===== src/ppo_pkg.sv =====
// Behaviour
// - sixteen outputs form four 4-bit groups that update together or independently
// - sixteen output data bits, each bit separately enabled for pulse output
// - each group picks its update trigger from four timer compare match inputs
// - non-overlap mode delays rising edges by a margin after falling edges
// - a group's selected compare match also raises a transfer request to the DMA side when the group has enabled bits
// - output pins can be driven inverted, chosen per group
// - after reset the block is halted; registers other than halt control reachable only once halt is cleared
// - enabled bit copies its next-value bit into output data on its group trigger
// - disabled bit is not copied on a trigger; its output holds
// - both enable registers clear to zero on reset
// - enabled output data bits ignore writes but read back; disabled bits accept writes
// - groups 3/2 share next-value high at one address, else split over two addresses
// - groups 1/0 share next-value low at one address, else split over two addresses
// - high enable bits gate pins 15..8, low enable bits gate pins 7..0
// - 2-bit select codes 00..11 pick timer channel 0..3; reset code is 11
package ppo_pkg;
  // register indices; byte address is four times the index
  localparam logic [15:0] IDX_PORT1_DIR  = 16'hFEB0;
  localparam logic [15:0] IDX_PORT2_DIR  = 16'hFEB1;
  localparam logic [15:0] IDX_HALT_CTRL  = 16'hFF3C;
  localparam logic [15:0] IDX_TRIG_SEL   = 16'hFF46;
  localparam logic [15:0] IDX_MODE       = 16'hFF47;
  localparam logic [15:0] IDX_EN_HIGH    = 16'hFF48;
  localparam logic [15:0] IDX_EN_LOW     = 16'hFF49;
  localparam logic [15:0] IDX_OUT_HIGH   = 16'hFF4A;
  localparam logic [15:0] IDX_OUT_LOW    = 16'hFF4B;
  localparam logic [15:0] IDX_NEXT_HIGH  = 16'hFF4C;
  localparam logic [15:0] IDX_NEXT_LOW   = 16'hFF4D;
  localparam logic [15:0] IDX_NEXT_G2    = 16'hFF4E;
  localparam logic [15:0] IDX_NEXT_G0    = 16'hFF4F;
  // reset values
  localparam logic [7:0]  RST_DIR        = 8'h00;
  localparam logic [15:0] RST_HALT       = 16'h3FFF;
  localparam logic [7:0]  RST_TRIG_SEL   = 8'hFF;
  localparam logic [7:0]  RST_MODE       = 8'hF0;
  localparam logic [7:0]  RST_EN         = 8'h00;
  localparam logic [7:0]  RST_OUT        = 8'h00;
  localparam logic [7:0]  RST_NEXT       = 8'h00;
  localparam logic [7:0]  RESERVED_BYTE  = 8'hFF;
  localparam logic [3:0]  RESERVED_NIB   = 4'hF;
  // field positions
  localparam int HALT_BIT       = 11;
  localparam int MODE_DIRECT_LSB = 4;
  localparam int MODE_NONOVL_LSB = 0;
  // timing
  localparam int CLK_PERIOD_NS  = 40;
  localparam int MARGIN_NS      = 160;
  localparam int MARGIN_CYC_INT = (MARGIN_NS + CLK_PERIOD_NS - 1) / CLK_PERIOD_NS;
  localparam logic [2:0] MARGIN_CYC = 3'(MARGIN_CYC_INT < 1 ? 1 : MARGIN_CYC_INT);
endpackage : ppo_pkg


===== src/ppo_top.sv =====
// The AHB-Lite interface to the registers was left to the implementer.
`timescale 1ns/1ns
module ppo_top (
  input  wire logic        hclk,
  input  wire logic        hresetn,
  input  wire logic        hsel,
  input  wire logic [31:0] haddr,
  input  wire logic [1:0]  htrans,
  input  wire logic        hwrite,
  input  wire logic [2:0]  hsize,
  input  wire logic [31:0] hwdata,
  input  wire logic        hready,
  output logic      [31:0] hrdata,
  output logic             hreadyout,
  output logic             hresp,
  input  wire logic [3:0]  cmp_match,
  output logic      [3:0]  xfer_req,
  output logic      [15:0] pulse_pin,
  output logic      [15:0] pulse_pin_oe_n
);

  function automatic logic [1:0] grp_sel(input logic [7:0] sel, input int g);
    return sel[g*2 +: 2];
  endfunction : grp_sel

  logic [7:0]       port1_dir_q;
  logic [7:0]       port2_dir_q;
  logic [15:0]      halt_q;
  logic [7:0]       trig_sel_q;
  logic [7:0]       mode_q;
  logic [15:0]      en_q;
  logic [15:0]      pod_q;
  logic [15:0]      pod_d;
  logic [15:0]      nv_q;
  logic [3:0][3:0]  pend_q;
  logic [3:0][3:0]  pend_d;
  logic [3:0][2:0]  cnt_q;
  logic [3:0][2:0]  cnt_d;
  logic             wr_pend_q;
  logic             rd_pend_q;
  logic [15:0]      idx_q;
  logic [31:0]      hrdata_q;
  logic             hreadyout_q;
  logic             hresp_q;
  logic [3:0]       xfer_req_q;
  logic [15:0]      pin_q;
  logic [15:0]      oe_n_q;
  logic             run;
  logic             addr_ok;
  logic             wr_now;
  logic [3:0]       trig;
  logic             share_hi;
  logic             share_lo;
  logic [15:0]      inv_mask;
  logic [7:0]       rd_byte;

  assign hrdata         = hrdata_q;
  assign hreadyout      = hreadyout_q;
  assign hresp          = hresp_q;
  assign xfer_req       = xfer_req_q;
  assign pulse_pin      = pin_q;
  assign pulse_pin_oe_n = oe_n_q;

  assign run      = ~halt_q[ppo_pkg::HALT_BIT];
  assign addr_ok  = hsel & htrans[1] & hready & (haddr[31:18] == 14'h0000) & (haddr[1:0] == 2'h0);
  assign wr_now   = wr_pend_q & run;
  assign share_hi = grp_sel(trig_sel_q, 3) == grp_sel(trig_sel_q, 2);
  assign share_lo = grp_sel(trig_sel_q, 1) == grp_sel(trig_sel_q, 0);

  // group trigger is the selected channel's compare match, only while running
  always_comb begin
    for (int g = 0; g < 4; g++) begin
      trig[g] = run & cmp_match[grp_sel(trig_sel_q, g)];
    end
  end

  // a clear direct bit means the group drives inverted data
  always_comb begin
    for (int g = 0; g < 4; g++) begin
      inv_mask[g*4 +: 4] = {4{~mode_q[ppo_pkg::MODE_DIRECT_LSB + g]}};
    end
  end

  // bus phase tracking: writes have no wait state, reads take one
  always_ff @(posedge hclk or negedge hresetn) begin
    if (!hresetn) begin
      wr_pend_q   <= 1'b0;
      rd_pend_q   <= 1'b0;
      idx_q       <= 16'h0000;
      hreadyout_q <= 1'b1;
      hresp_q     <= 1'b0;
    end else begin
      wr_pend_q   <= addr_ok & hwrite;
      rd_pend_q   <= addr_ok & ~hwrite;
      hreadyout_q <= ~(addr_ok & ~hwrite);
      hresp_q     <= 1'b0;
      if (addr_ok) begin
        idx_q <= haddr[17:2];
      end
    end
  end

  always_comb begin
    rd_byte = 8'h00;
    if (run) begin
      unique case (idx_q)
        ppo_pkg::IDX_TRIG_SEL:  rd_byte = trig_sel_q;
        ppo_pkg::IDX_MODE:      rd_byte = mode_q;
        ppo_pkg::IDX_EN_HIGH:   rd_byte = en_q[15:8];
        ppo_pkg::IDX_EN_LOW:    rd_byte = en_q[7:0];
        ppo_pkg::IDX_OUT_HIGH:  rd_byte = pod_q[15:8];
        ppo_pkg::IDX_OUT_LOW:   rd_byte = pod_q[7:0];
        ppo_pkg::IDX_NEXT_HIGH: rd_byte = share_hi ? nv_q[15:8] : {nv_q[15:12], ppo_pkg::RESERVED_NIB};
        ppo_pkg::IDX_NEXT_G2:   rd_byte = share_hi ? ppo_pkg::RESERVED_BYTE : {ppo_pkg::RESERVED_NIB, nv_q[11:8]};
        ppo_pkg::IDX_NEXT_LOW:  rd_byte = share_lo ? nv_q[7:0] : {nv_q[7:4], ppo_pkg::RESERVED_NIB};
        ppo_pkg::IDX_NEXT_G0:   rd_byte = share_lo ? ppo_pkg::RESERVED_BYTE : {ppo_pkg::RESERVED_NIB, nv_q[3:0]};
        default:                rd_byte = 8'h00;
      endcase
    end
  end

  // halt control is always reachable; other reads see zero while halted
  always_ff @(posedge hclk or negedge hresetn) begin
    if (!hresetn) begin
      hrdata_q <= 32'h0000_0000;
    end else if (rd_pend_q) begin
      if (idx_q == ppo_pkg::IDX_HALT_CTRL) begin
        hrdata_q <= {16'h0000, halt_q};
      end else begin
        hrdata_q <= {24'h000000, rd_byte};
      end
    end
  end

  always_ff @(posedge hclk or negedge hresetn) begin
    if (!hresetn) begin
      halt_q <= ppo_pkg::RST_HALT;
    end else if (wr_pend_q && idx_q == ppo_pkg::IDX_HALT_CTRL) begin
      halt_q <= hwdata[15:0];
    end
  end

  always_ff @(posedge hclk or negedge hresetn) begin
    if (!hresetn) begin
      port1_dir_q <= ppo_pkg::RST_DIR;
      port2_dir_q <= ppo_pkg::RST_DIR;
    end else if (wr_now) begin
      if (idx_q == ppo_pkg::IDX_PORT1_DIR) begin
        port1_dir_q <= hwdata[7:0];
      end
      if (idx_q == ppo_pkg::IDX_PORT2_DIR) begin
        port2_dir_q <= hwdata[7:0];
      end
    end
  end

  always_ff @(posedge hclk or negedge hresetn) begin
    if (!hresetn) begin
      trig_sel_q <= ppo_pkg::RST_TRIG_SEL;
      mode_q     <= ppo_pkg::RST_MODE;
    end else if (wr_now) begin
      if (idx_q == ppo_pkg::IDX_TRIG_SEL) begin
        trig_sel_q <= hwdata[7:0];
      end
      if (idx_q == ppo_pkg::IDX_MODE) begin
        mode_q <= hwdata[7:0];
      end
    end
  end

  always_ff @(posedge hclk or negedge hresetn) begin
    if (!hresetn) begin
      en_q <= {ppo_pkg::RST_EN, ppo_pkg::RST_EN};
    end else if (wr_now) begin
      if (idx_q == ppo_pkg::IDX_EN_HIGH) begin
        en_q[15:8] <= hwdata[7:0];
      end
      if (idx_q == ppo_pkg::IDX_EN_LOW) begin
        en_q[7:0] <= hwdata[7:0];
      end
    end
  end

  // next-value layout depends on whether paired groups share a trigger
  always_ff @(posedge hclk or negedge hresetn) begin
    if (!hresetn) begin
      nv_q <= {ppo_pkg::RST_NEXT, ppo_pkg::RST_NEXT};
    end else if (wr_now) begin
      unique case (idx_q)
        ppo_pkg::IDX_NEXT_HIGH: begin
          nv_q[15:12] <= hwdata[7:4];
          if (share_hi) begin
            nv_q[11:8] <= hwdata[3:0];
          end
        end
        ppo_pkg::IDX_NEXT_G2: begin
          if (!share_hi) begin
            nv_q[11:8] <= hwdata[3:0];
          end
        end
        ppo_pkg::IDX_NEXT_LOW: begin
          nv_q[7:4] <= hwdata[7:4];
          if (share_lo) begin
            nv_q[3:0] <= hwdata[3:0];
          end
        end
        ppo_pkg::IDX_NEXT_G0: begin
          if (!share_lo) begin
            nv_q[3:0] <= hwdata[3:0];
          end
        end
        default: ;
      endcase
    end
  end

  // output data: cpu writes reach only disabled bits, triggers only enabled bits
  always_comb begin
    pod_d  = pod_q;
    pend_d = pend_q;
    cnt_d  = cnt_q;
    if (wr_now && idx_q == ppo_pkg::IDX_OUT_HIGH) begin
      pod_d[15:8] = (pod_q[15:8] & en_q[15:8]) | (hwdata[7:0] & ~en_q[15:8]);
    end
    if (wr_now && idx_q == ppo_pkg::IDX_OUT_LOW) begin
      pod_d[7:0] = (pod_q[7:0] & en_q[7:0]) | (hwdata[7:0] & ~en_q[7:0]);
    end
    for (int g = 0; g < 4; g++) begin
      if (cnt_q[g] != 3'h0) begin
        cnt_d[g] = cnt_q[g] - 3'h1;
        if (cnt_q[g] == 3'h1) begin
          pod_d[g*4 +: 4] = pod_d[g*4 +: 4] | pend_q[g];
          pend_d[g]       = 4'h0;
        end
      end
      if (trig[g]) begin
        if (mode_q[ppo_pkg::MODE_NONOVL_LSB + g]) begin
          // falling bits now, rising bits after the margin
          pod_d[g*4 +: 4] = pod_d[g*4 +: 4] & ~(en_q[g*4 +: 4] & ~nv_q[g*4 +: 4]);
          pend_d[g]       = en_q[g*4 +: 4] & nv_q[g*4 +: 4] & ~pod_d[g*4 +: 4];
          cnt_d[g]        = ppo_pkg::MARGIN_CYC;
        end else begin
          pod_d[g*4 +: 4] = (pod_d[g*4 +: 4] & ~en_q[g*4 +: 4])
                          | (nv_q[g*4 +: 4] & en_q[g*4 +: 4]);
        end
      end
    end
  end

  always_ff @(posedge hclk or negedge hresetn) begin
    if (!hresetn) begin
      pod_q  <= {ppo_pkg::RST_OUT, ppo_pkg::RST_OUT};
      pend_q <= '0;
      cnt_q  <= '0;
    end else begin
      pod_q  <= pod_d;
      pend_q <= pend_d;
      cnt_q  <= cnt_d;
    end
  end

  // a channel raises a request when it triggers a group that has enabled bits
  always_ff @(posedge hclk or negedge hresetn) begin
    if (!hresetn) begin
      xfer_req_q <= 4'h0;
    end else begin
      for (int c = 0; c < 4; c++) begin
        xfer_req_q[c] <= 1'b0;
        for (int g = 0; g < 4; g++) begin
          if (trig[g] && grp_sel(trig_sel_q, g) == 2'(c) && en_q[g*4 +: 4] != 4'h0) begin
            xfer_req_q[c] <= 1'b1;
          end
        end
      end
    end
  end

  always_ff @(posedge hclk or negedge hresetn) begin
    if (!hresetn) begin
      pin_q  <= 16'h0000;
      oe_n_q <= 16'hFFFF;
    end else begin
      pin_q  <= pod_q ^ inv_mask;
      oe_n_q <= ~{port2_dir_q, port1_dir_q};
    end
  end

  next_copy_a : assert property (@(posedge hclk) disable iff (!hresetn)
    trig[0] && !mode_q[ppo_pkg::MODE_NONOVL_LSB] && cnt_q[0] == 3'h0
    && !(wr_now && idx_q == ppo_pkg::IDX_OUT_LOW)
    |=> pod_q[3:0] == (($past(nv_q[3:0]) & $past(en_q[3:0])) | ($past(pod_q[3:0]) & ~$past(en_q[3:0]))))
    else $error("enabled bits not transferred on trigger");

  hold_disabled_a : assert property (@(posedge hclk) disable iff (!hresetn)
    trig[1] && !(wr_now && idx_q == ppo_pkg::IDX_OUT_LOW) && cnt_q[1] == 3'h0
    |=> ((pod_q[7:4] ^ $past(pod_q[7:4])) & ~$past(en_q[7:4])) == 4'h0)
    else $error("disabled bits changed on trigger");

  halt_block_a : assert property (@(posedge hclk) disable iff (!hresetn)
    wr_pend_q && !run
    |=> $stable(trig_sel_q) && $stable(mode_q) && $stable(en_q) && $stable(nv_q))
    else $error("write accepted while halted");

  ro_bits_a : assert property (@(posedge hclk) disable iff (!hresetn)
    wr_now && idx_q == ppo_pkg::IDX_OUT_LOW && trig[1:0] == 2'h0 && cnt_q[1:0] == '0
    |=> pod_q[7:0] == (($past(pod_q[7:0]) & $past(en_q[7:0])) | ($past(hwdata[7:0]) & ~$past(en_q[7:0]))))
    else $error("output data write masking wrong");

  pin_path_a : assert property (@(posedge hclk) disable iff (!hresetn)
    pin_q == ($past(pod_q) ^ $past(inv_mask)))
    else $error("pin does not follow output data");

  xfer_req_a : assert property (@(posedge hclk) disable iff (!hresetn)
    trig[2] && en_q[11:8] != 4'h0 |=> xfer_req_q[grp_sel($past(trig_sel_q), 2)])
    else $error("transfer request missing");

  nonovl_a : assert property (@(posedge hclk) disable iff (!hresetn)
    trig[0] && mode_q[ppo_pkg::MODE_NONOVL_LSB] && (en_q[3:0] & nv_q[3:0] & ~pod_q[3:0]) != 4'h0
    && !(wr_now && idx_q == ppo_pkg::IDX_OUT_LOW)
    |=> (pod_q[3:0] & pend_q[0]) == 4'h0 && cnt_q[0] == ppo_pkg::MARGIN_CYC)
    else $error("rising edge not delayed by margin");

  share_hi_a : assert property (@(posedge hclk) disable iff (!hresetn)
    rd_pend_q && run && share_hi && idx_q == ppo_pkg::IDX_NEXT_G2 |=> hrdata_q[7:0] == 8'hFF && hreadyout_q)
    else $error("shared high alias not reading all ones");

  split_lo_a : assert property (@(posedge hclk) disable iff (!hresetn)
    rd_pend_q && run && !share_lo && idx_q == ppo_pkg::IDX_NEXT_LOW |=> hrdata_q[3:0] == 4'hF)
    else $error("split low reserved nibble not ones");

  halted_read_a : assert property (@(posedge hclk) disable iff (!hresetn)
    rd_pend_q && !run && idx_q != ppo_pkg::IDX_HALT_CTRL |=> hrdata_q == 32'h0000_0000)
    else $error("register readable while halted");

  en_map_a : assert property (@(posedge hclk) disable iff (!hresetn)
    wr_now && idx_q == ppo_pkg::IDX_EN_LOW |=> en_q[7:0] == $past(hwdata[7:0]))
    else $error("low enable write not stored in bit order");

  oe_follow_a : assert property (@(posedge hclk) disable iff (!hresetn)
    oe_n_q == ~{$past(port2_dir_q), $past(port1_dir_q)})
    else $error("pin enables do not follow direction");

  // covers for the main scenarios
  trig_cov_c    : cover property (@(posedge hclk) disable iff (!hresetn) trig[3] && en_q[15:12] != 4'h0);
  nonovl0_cov_c : cover property (@(posedge hclk) disable iff (!hresetn) cnt_q[0] == 3'h1 && pend_q[0] != 4'h0);
  nonovl_cov_c  : cover property (@(posedge hclk) disable iff (!hresetn) cnt_q[1] == 3'h1 && pend_q[1] != 4'h0);
  split_cov_c   : cover property (@(posedge hclk) disable iff (!hresetn) wr_now && !share_hi && idx_q == ppo_pkg::IDX_NEXT_G2);

endmodule : ppo_top


===== config.mk =====
export PLATFORM = sky130hd
export DESIGN_NAME = ppo_top
export DESIGN_NICKNAME = d
export VERILOG_FILES = /design/src/ppo_pkg.sv /design/src/ppo_top.sv
export SDC_FILE = /design/constraint.sdc
export NUM_CORES = 1
export LEC_CHECK = 0
export BUFFER_PORTS_ARGS = -buffer_cell sky130_fd_sc_hd__buf_2
export CAP_MARGIN = 20
export CORE_ASPECT_RATIO = 1.4
export CORE_MARGIN = 1.5
export CORE_UTILIZATION = 30
export CTS_CLUSTER_DIAMETER = 40
export DETAILED_ROUTE_END_ITERATION = 12
export GPL_TIMING_DRIVEN = 0
export PLACE_DENSITY_LB_ADDON = 0.25
export SYNTH_ARGS = -nofsm -noshare
export SYNTH_HDL_FRONTEND = slang
export SYNTH_SLANG_ARGS = --single-unit

===== constraint.sdc =====
create_clock -name hclk -period 5.25 [get_ports hclk]
set_input_delay 0.7875 -clock hclk [delete_from_list [all_inputs] [get_ports hclk]]
set_output_delay 0.7875 -clock hclk [all_outputs]
set_load 0.1 [all_outputs]

==> results.toml <==
[status]
outcome = "finished clean"

[power_and_ir_drop]
worst_vdd_ir_mv = 0.176
p_leak_nw = 5.13
power_per_cell_area_nw_per_um2 = 295
fin_total_pwr_mw = 3.29

[placement]
place_hpwl_mm = 18.5
port_buffers = 110
total_placed_instance_area_sq_um = 10600
placedCellCount = 1347
finalWeightedCongestion = 0.858
placement.setup.worst_slack_ns = 2.24

[yosys]
edff_count_synth = 0
synth_xor_xnor_area_share_pct = 2.42
synth_mux_area_share_pct = 16.2
synth_register_bits = 195
synth-adder-area-share_pct = 1.59
dominant_combinational_cell_family_by_area_after_synthesis = "multiplexers"
mappedNetlistArea_sq_um = 9420
primary_flip_flop_cell_chosen_by_synthesis_mapping = "dfrtp_1"
synth_compound_gate_area_share_pct = 8.98
synth-async-reset-ratio_pct = 100
synth_simple_gate_area_share_pct = 13.7
synth_largest_area_cell = "dfrtp_1"
sequential_area_share_after_synthesis_pct = 52.4
synth.top_cells.by_area = "dfrtp_1 40%, mux2_2 13%, dfstp_2 12%"
synth_cell_type_count = 62
synth.yosys.warnings = 0
post_synth_inst_count = 830
synth_top_area_share_pct = 40.4
avgSynthCellArea_sq_um = 11.3

[layout]
finalNetCount = 1067
drive_above_1_share_pct = 33.2
total_inserted_antenna_cells = 0
final-instance-count-excl-fill = 1380
area.growth.synth_to_final_pct = 18.3
layout.core_utilization_pct = 36.2
area_of_all_placed_cells_without_fillers_sq_um = 11100

[clocking]
cts_resized = 0
cts-hold-fix-buffers = 0
clkSlewWorstSetupHoldPaths_ns = 0.07
cts.sinks = 195
clock_tree.root_cell = "clkbuf_16"
post-cts-setup-buffer-count = 0
worst_skew_pair.late_latency_ns = 0.46
cts_tree = "built"
cts.path.max_buffers = 2
cts-buffers-inserted = 17
h-tree-depth = 4

[setup_path]
worstSetupPathType = "flop to flop"
crit_path_end_kind = "flop"
worst-endpoint-arrival_ns = 3.20
required_ns = 5.58
timing.critical_path.cells = "buf_1, buf_1, mux2i_1, nor3_1, a221oi_1, o21ai_0, a21oi_1, o21ai_0"
critical_path.max_fanout = 10
worst_path_largest_cell_delay_ns = 0.64
setup.worst_path.start_class = "flop"
critical-path-slowest-cell = "buf_1"

[routing]
via_count = 6860
count_of_unresolved_drc_violations_after_routing = 0
detail_route.iter0.violations = 500
route.antenna.remaining_nets = 0
wl_per_cell_um = 18.3
detail_route.wirelength_mm = 25.3
drt_first_pass_iters = 7
route.detailed.vias_per_inst = 4.97

[timing]
final.period_utilization_pct = 54.8
rsz0062_at_grt = "no"
fin_skew_ns = 0.00866
report.final.setup_viol = 0
max_freq_ghz = 0.348
worst_pin_slew_ns = 0.962
min_period_ns = 2.88
finalSetupTns_ns = 0
final_hold_viol_count = 0
final_max_slew_viol_count = 0
slew-limit-headroom_pct = 35.0
post-route-worst-setup-slack_ns = 2.37
worst_hold_slack_ns = 0.363

[global_route]
grt_max_degree = 100
globalRouteTotalUtil_pct = 16.1
met3_usage_pct = 2.22
gr-max-usage-layer = "met2"
grt_pass1_vias = 7007
grt_use_met1_pct = 18.0
global_route.overflow_total = 0
globalRouteMet2Util_pct = 29.8
grt_pass1_wl_mm = 39.7
antenna_found_initial = 0

[hold_path]
min_path_type = "input pin to asynchronous set/reset pin"

[floorplan]
fp.dieH_um = 213
die_width_um = 153
initial_core_util_pct = 30.6
dieArea_sq_um = 32500
fp.coreArea_sq_um = 30800
top_level_ports = 148
rows = 76

[flow_run]
maxCapViolations = 0
power breakdown:
group          switching, mW  internal, mW  total (mW)  leakage (nW)
clock                  0.565         0.772        1.34         0.289
sequential            0.0350          1.56        1.59          2.41
combinational          0.261        0.0956       0.356          2.43
cells in the mapped netlist (all sizes together) (12+ instances only):
cell type	count
o21ai	27
mux2i	19
nand2	50
mux2	105
dfrtp	152
xnor2	21
buf	27
a21oi	40
inv	43
nor2b	17
o32ai	14
nor3	26
ha	12
and3	19
nor2	51
nor4	14
nand3	12
nand2b	12
dfstp	43
clkbuf	28
state kept, by name (all words and copies together) (netlist names):
name and count:
port1_dir_q 8, pulse_pin_oe_n 16, trig_sel_q 8, nv_q 16, port2_dir_q 8, cnt_q 12, xfer_req 4, pend_q 16
pod_q 16, hreadyout 1, idx_q 16, wr_pend_q 1, hrdata 16, mode_q 8, pulse_pin 16, rd_pend_q 1
en_q 16, halt_q 16
path summary, 6_finish.rpt:
| path | start | to | slack (ns) | cells after the start |
|---|---|---|---|---|
| hold / removal | hresetn | port1_dir_q[0] | 0.36 | 1 |
| hold reg to reg | port2_dir_q[0] | pulse_pin_oe_n[8] | 0.38 | 1 |
| setup reg to reg | idx_q[1] | hrdata[5] | 2.37 | 8 |
| max in group asynchronous | hresetn | idx_q[13] | 3.92 | 2 |
| min in group hclk | port2_dir_q[0] | pulse_pin_oe_n[8] | 0.38 | 1 |
| setup / recovery | idx_q[1] | hrdata[5] | 2.37 | 8 |
cell usage in the layout, fill, tap and decap left out, types with 5 or more instances in the layout:
| master | instances |
|---|---|
| xnor2_1 | 21 |
| buf_1 | 6 |
| mux2_2 | 105 |
| conb_1 | 17 |
| dfrtp_1 | 152 |
| nand3_1 | 12 |
| clkbuf_16 | 17 |
| mux4_2 | 7 |
| mux2i_1 | 19 |
| inv_1 | 43 |
| nand2b_1 | 12 |
| xor2_1 | 5 |
| o21ai_0 | 27 |
| nor2_1 | 50 |
| nor2b_1 | 17 |
| a31oi_1 | 8 |
| a21oi_1 | 40 |
| o32ai_1 | 14 |
| clkbuf_1 | 34 |
| nor3_1 | 25 |
| nand2_1 | 50 |
| nand3b_1 | 6 |
| buf_4 | 17 |
| buf_2 | 114 |
| ha_1 | 12 |
| dfstp_2 | 43 |
| or3_1 | 5 |
| nor4_1 | 10 |
| and3_1 | 19 |
| nand4_1 | 8 |
critical path: cells and delay by family (launching register included):
family          cells  cell delay, ns
mux                 1            0.38
flops               1            0.44
compound gates      4            0.68
buf+inv             2            1.16
simple gates        1            0.09
logic make-up after synthesis:
family | Yosys count
AND/OR/NAND/NOR | 238
flip-flops | 195
multiplexers | 131
AO/OA/AOI/OAI | 128
buffers and inverters | 99
XOR/XNOR | 26
adder cells (fa/ha/maj) | 12
other | 1
final cells by class:
cell class | instances | area (sq um)
inverter | 44 | 165
tap | 390 | 488
buffer | 55 | 275
sequential | 195 | 4930
fill | 3111 | 19700
clock inverter | 7 | 110
timing repair buffer | 112 | 593
clock buffer | 25 | 475
multi-input combinational | 552 | 4100
metal layers:
layer	vias to the layer above	routed length, um
li1	3231	-
met4	0	749
met2	134	13900
met1	3459	9950
met5	-	0
met3	36	711
Note: power is estimated with default switching activity, not from simulation.
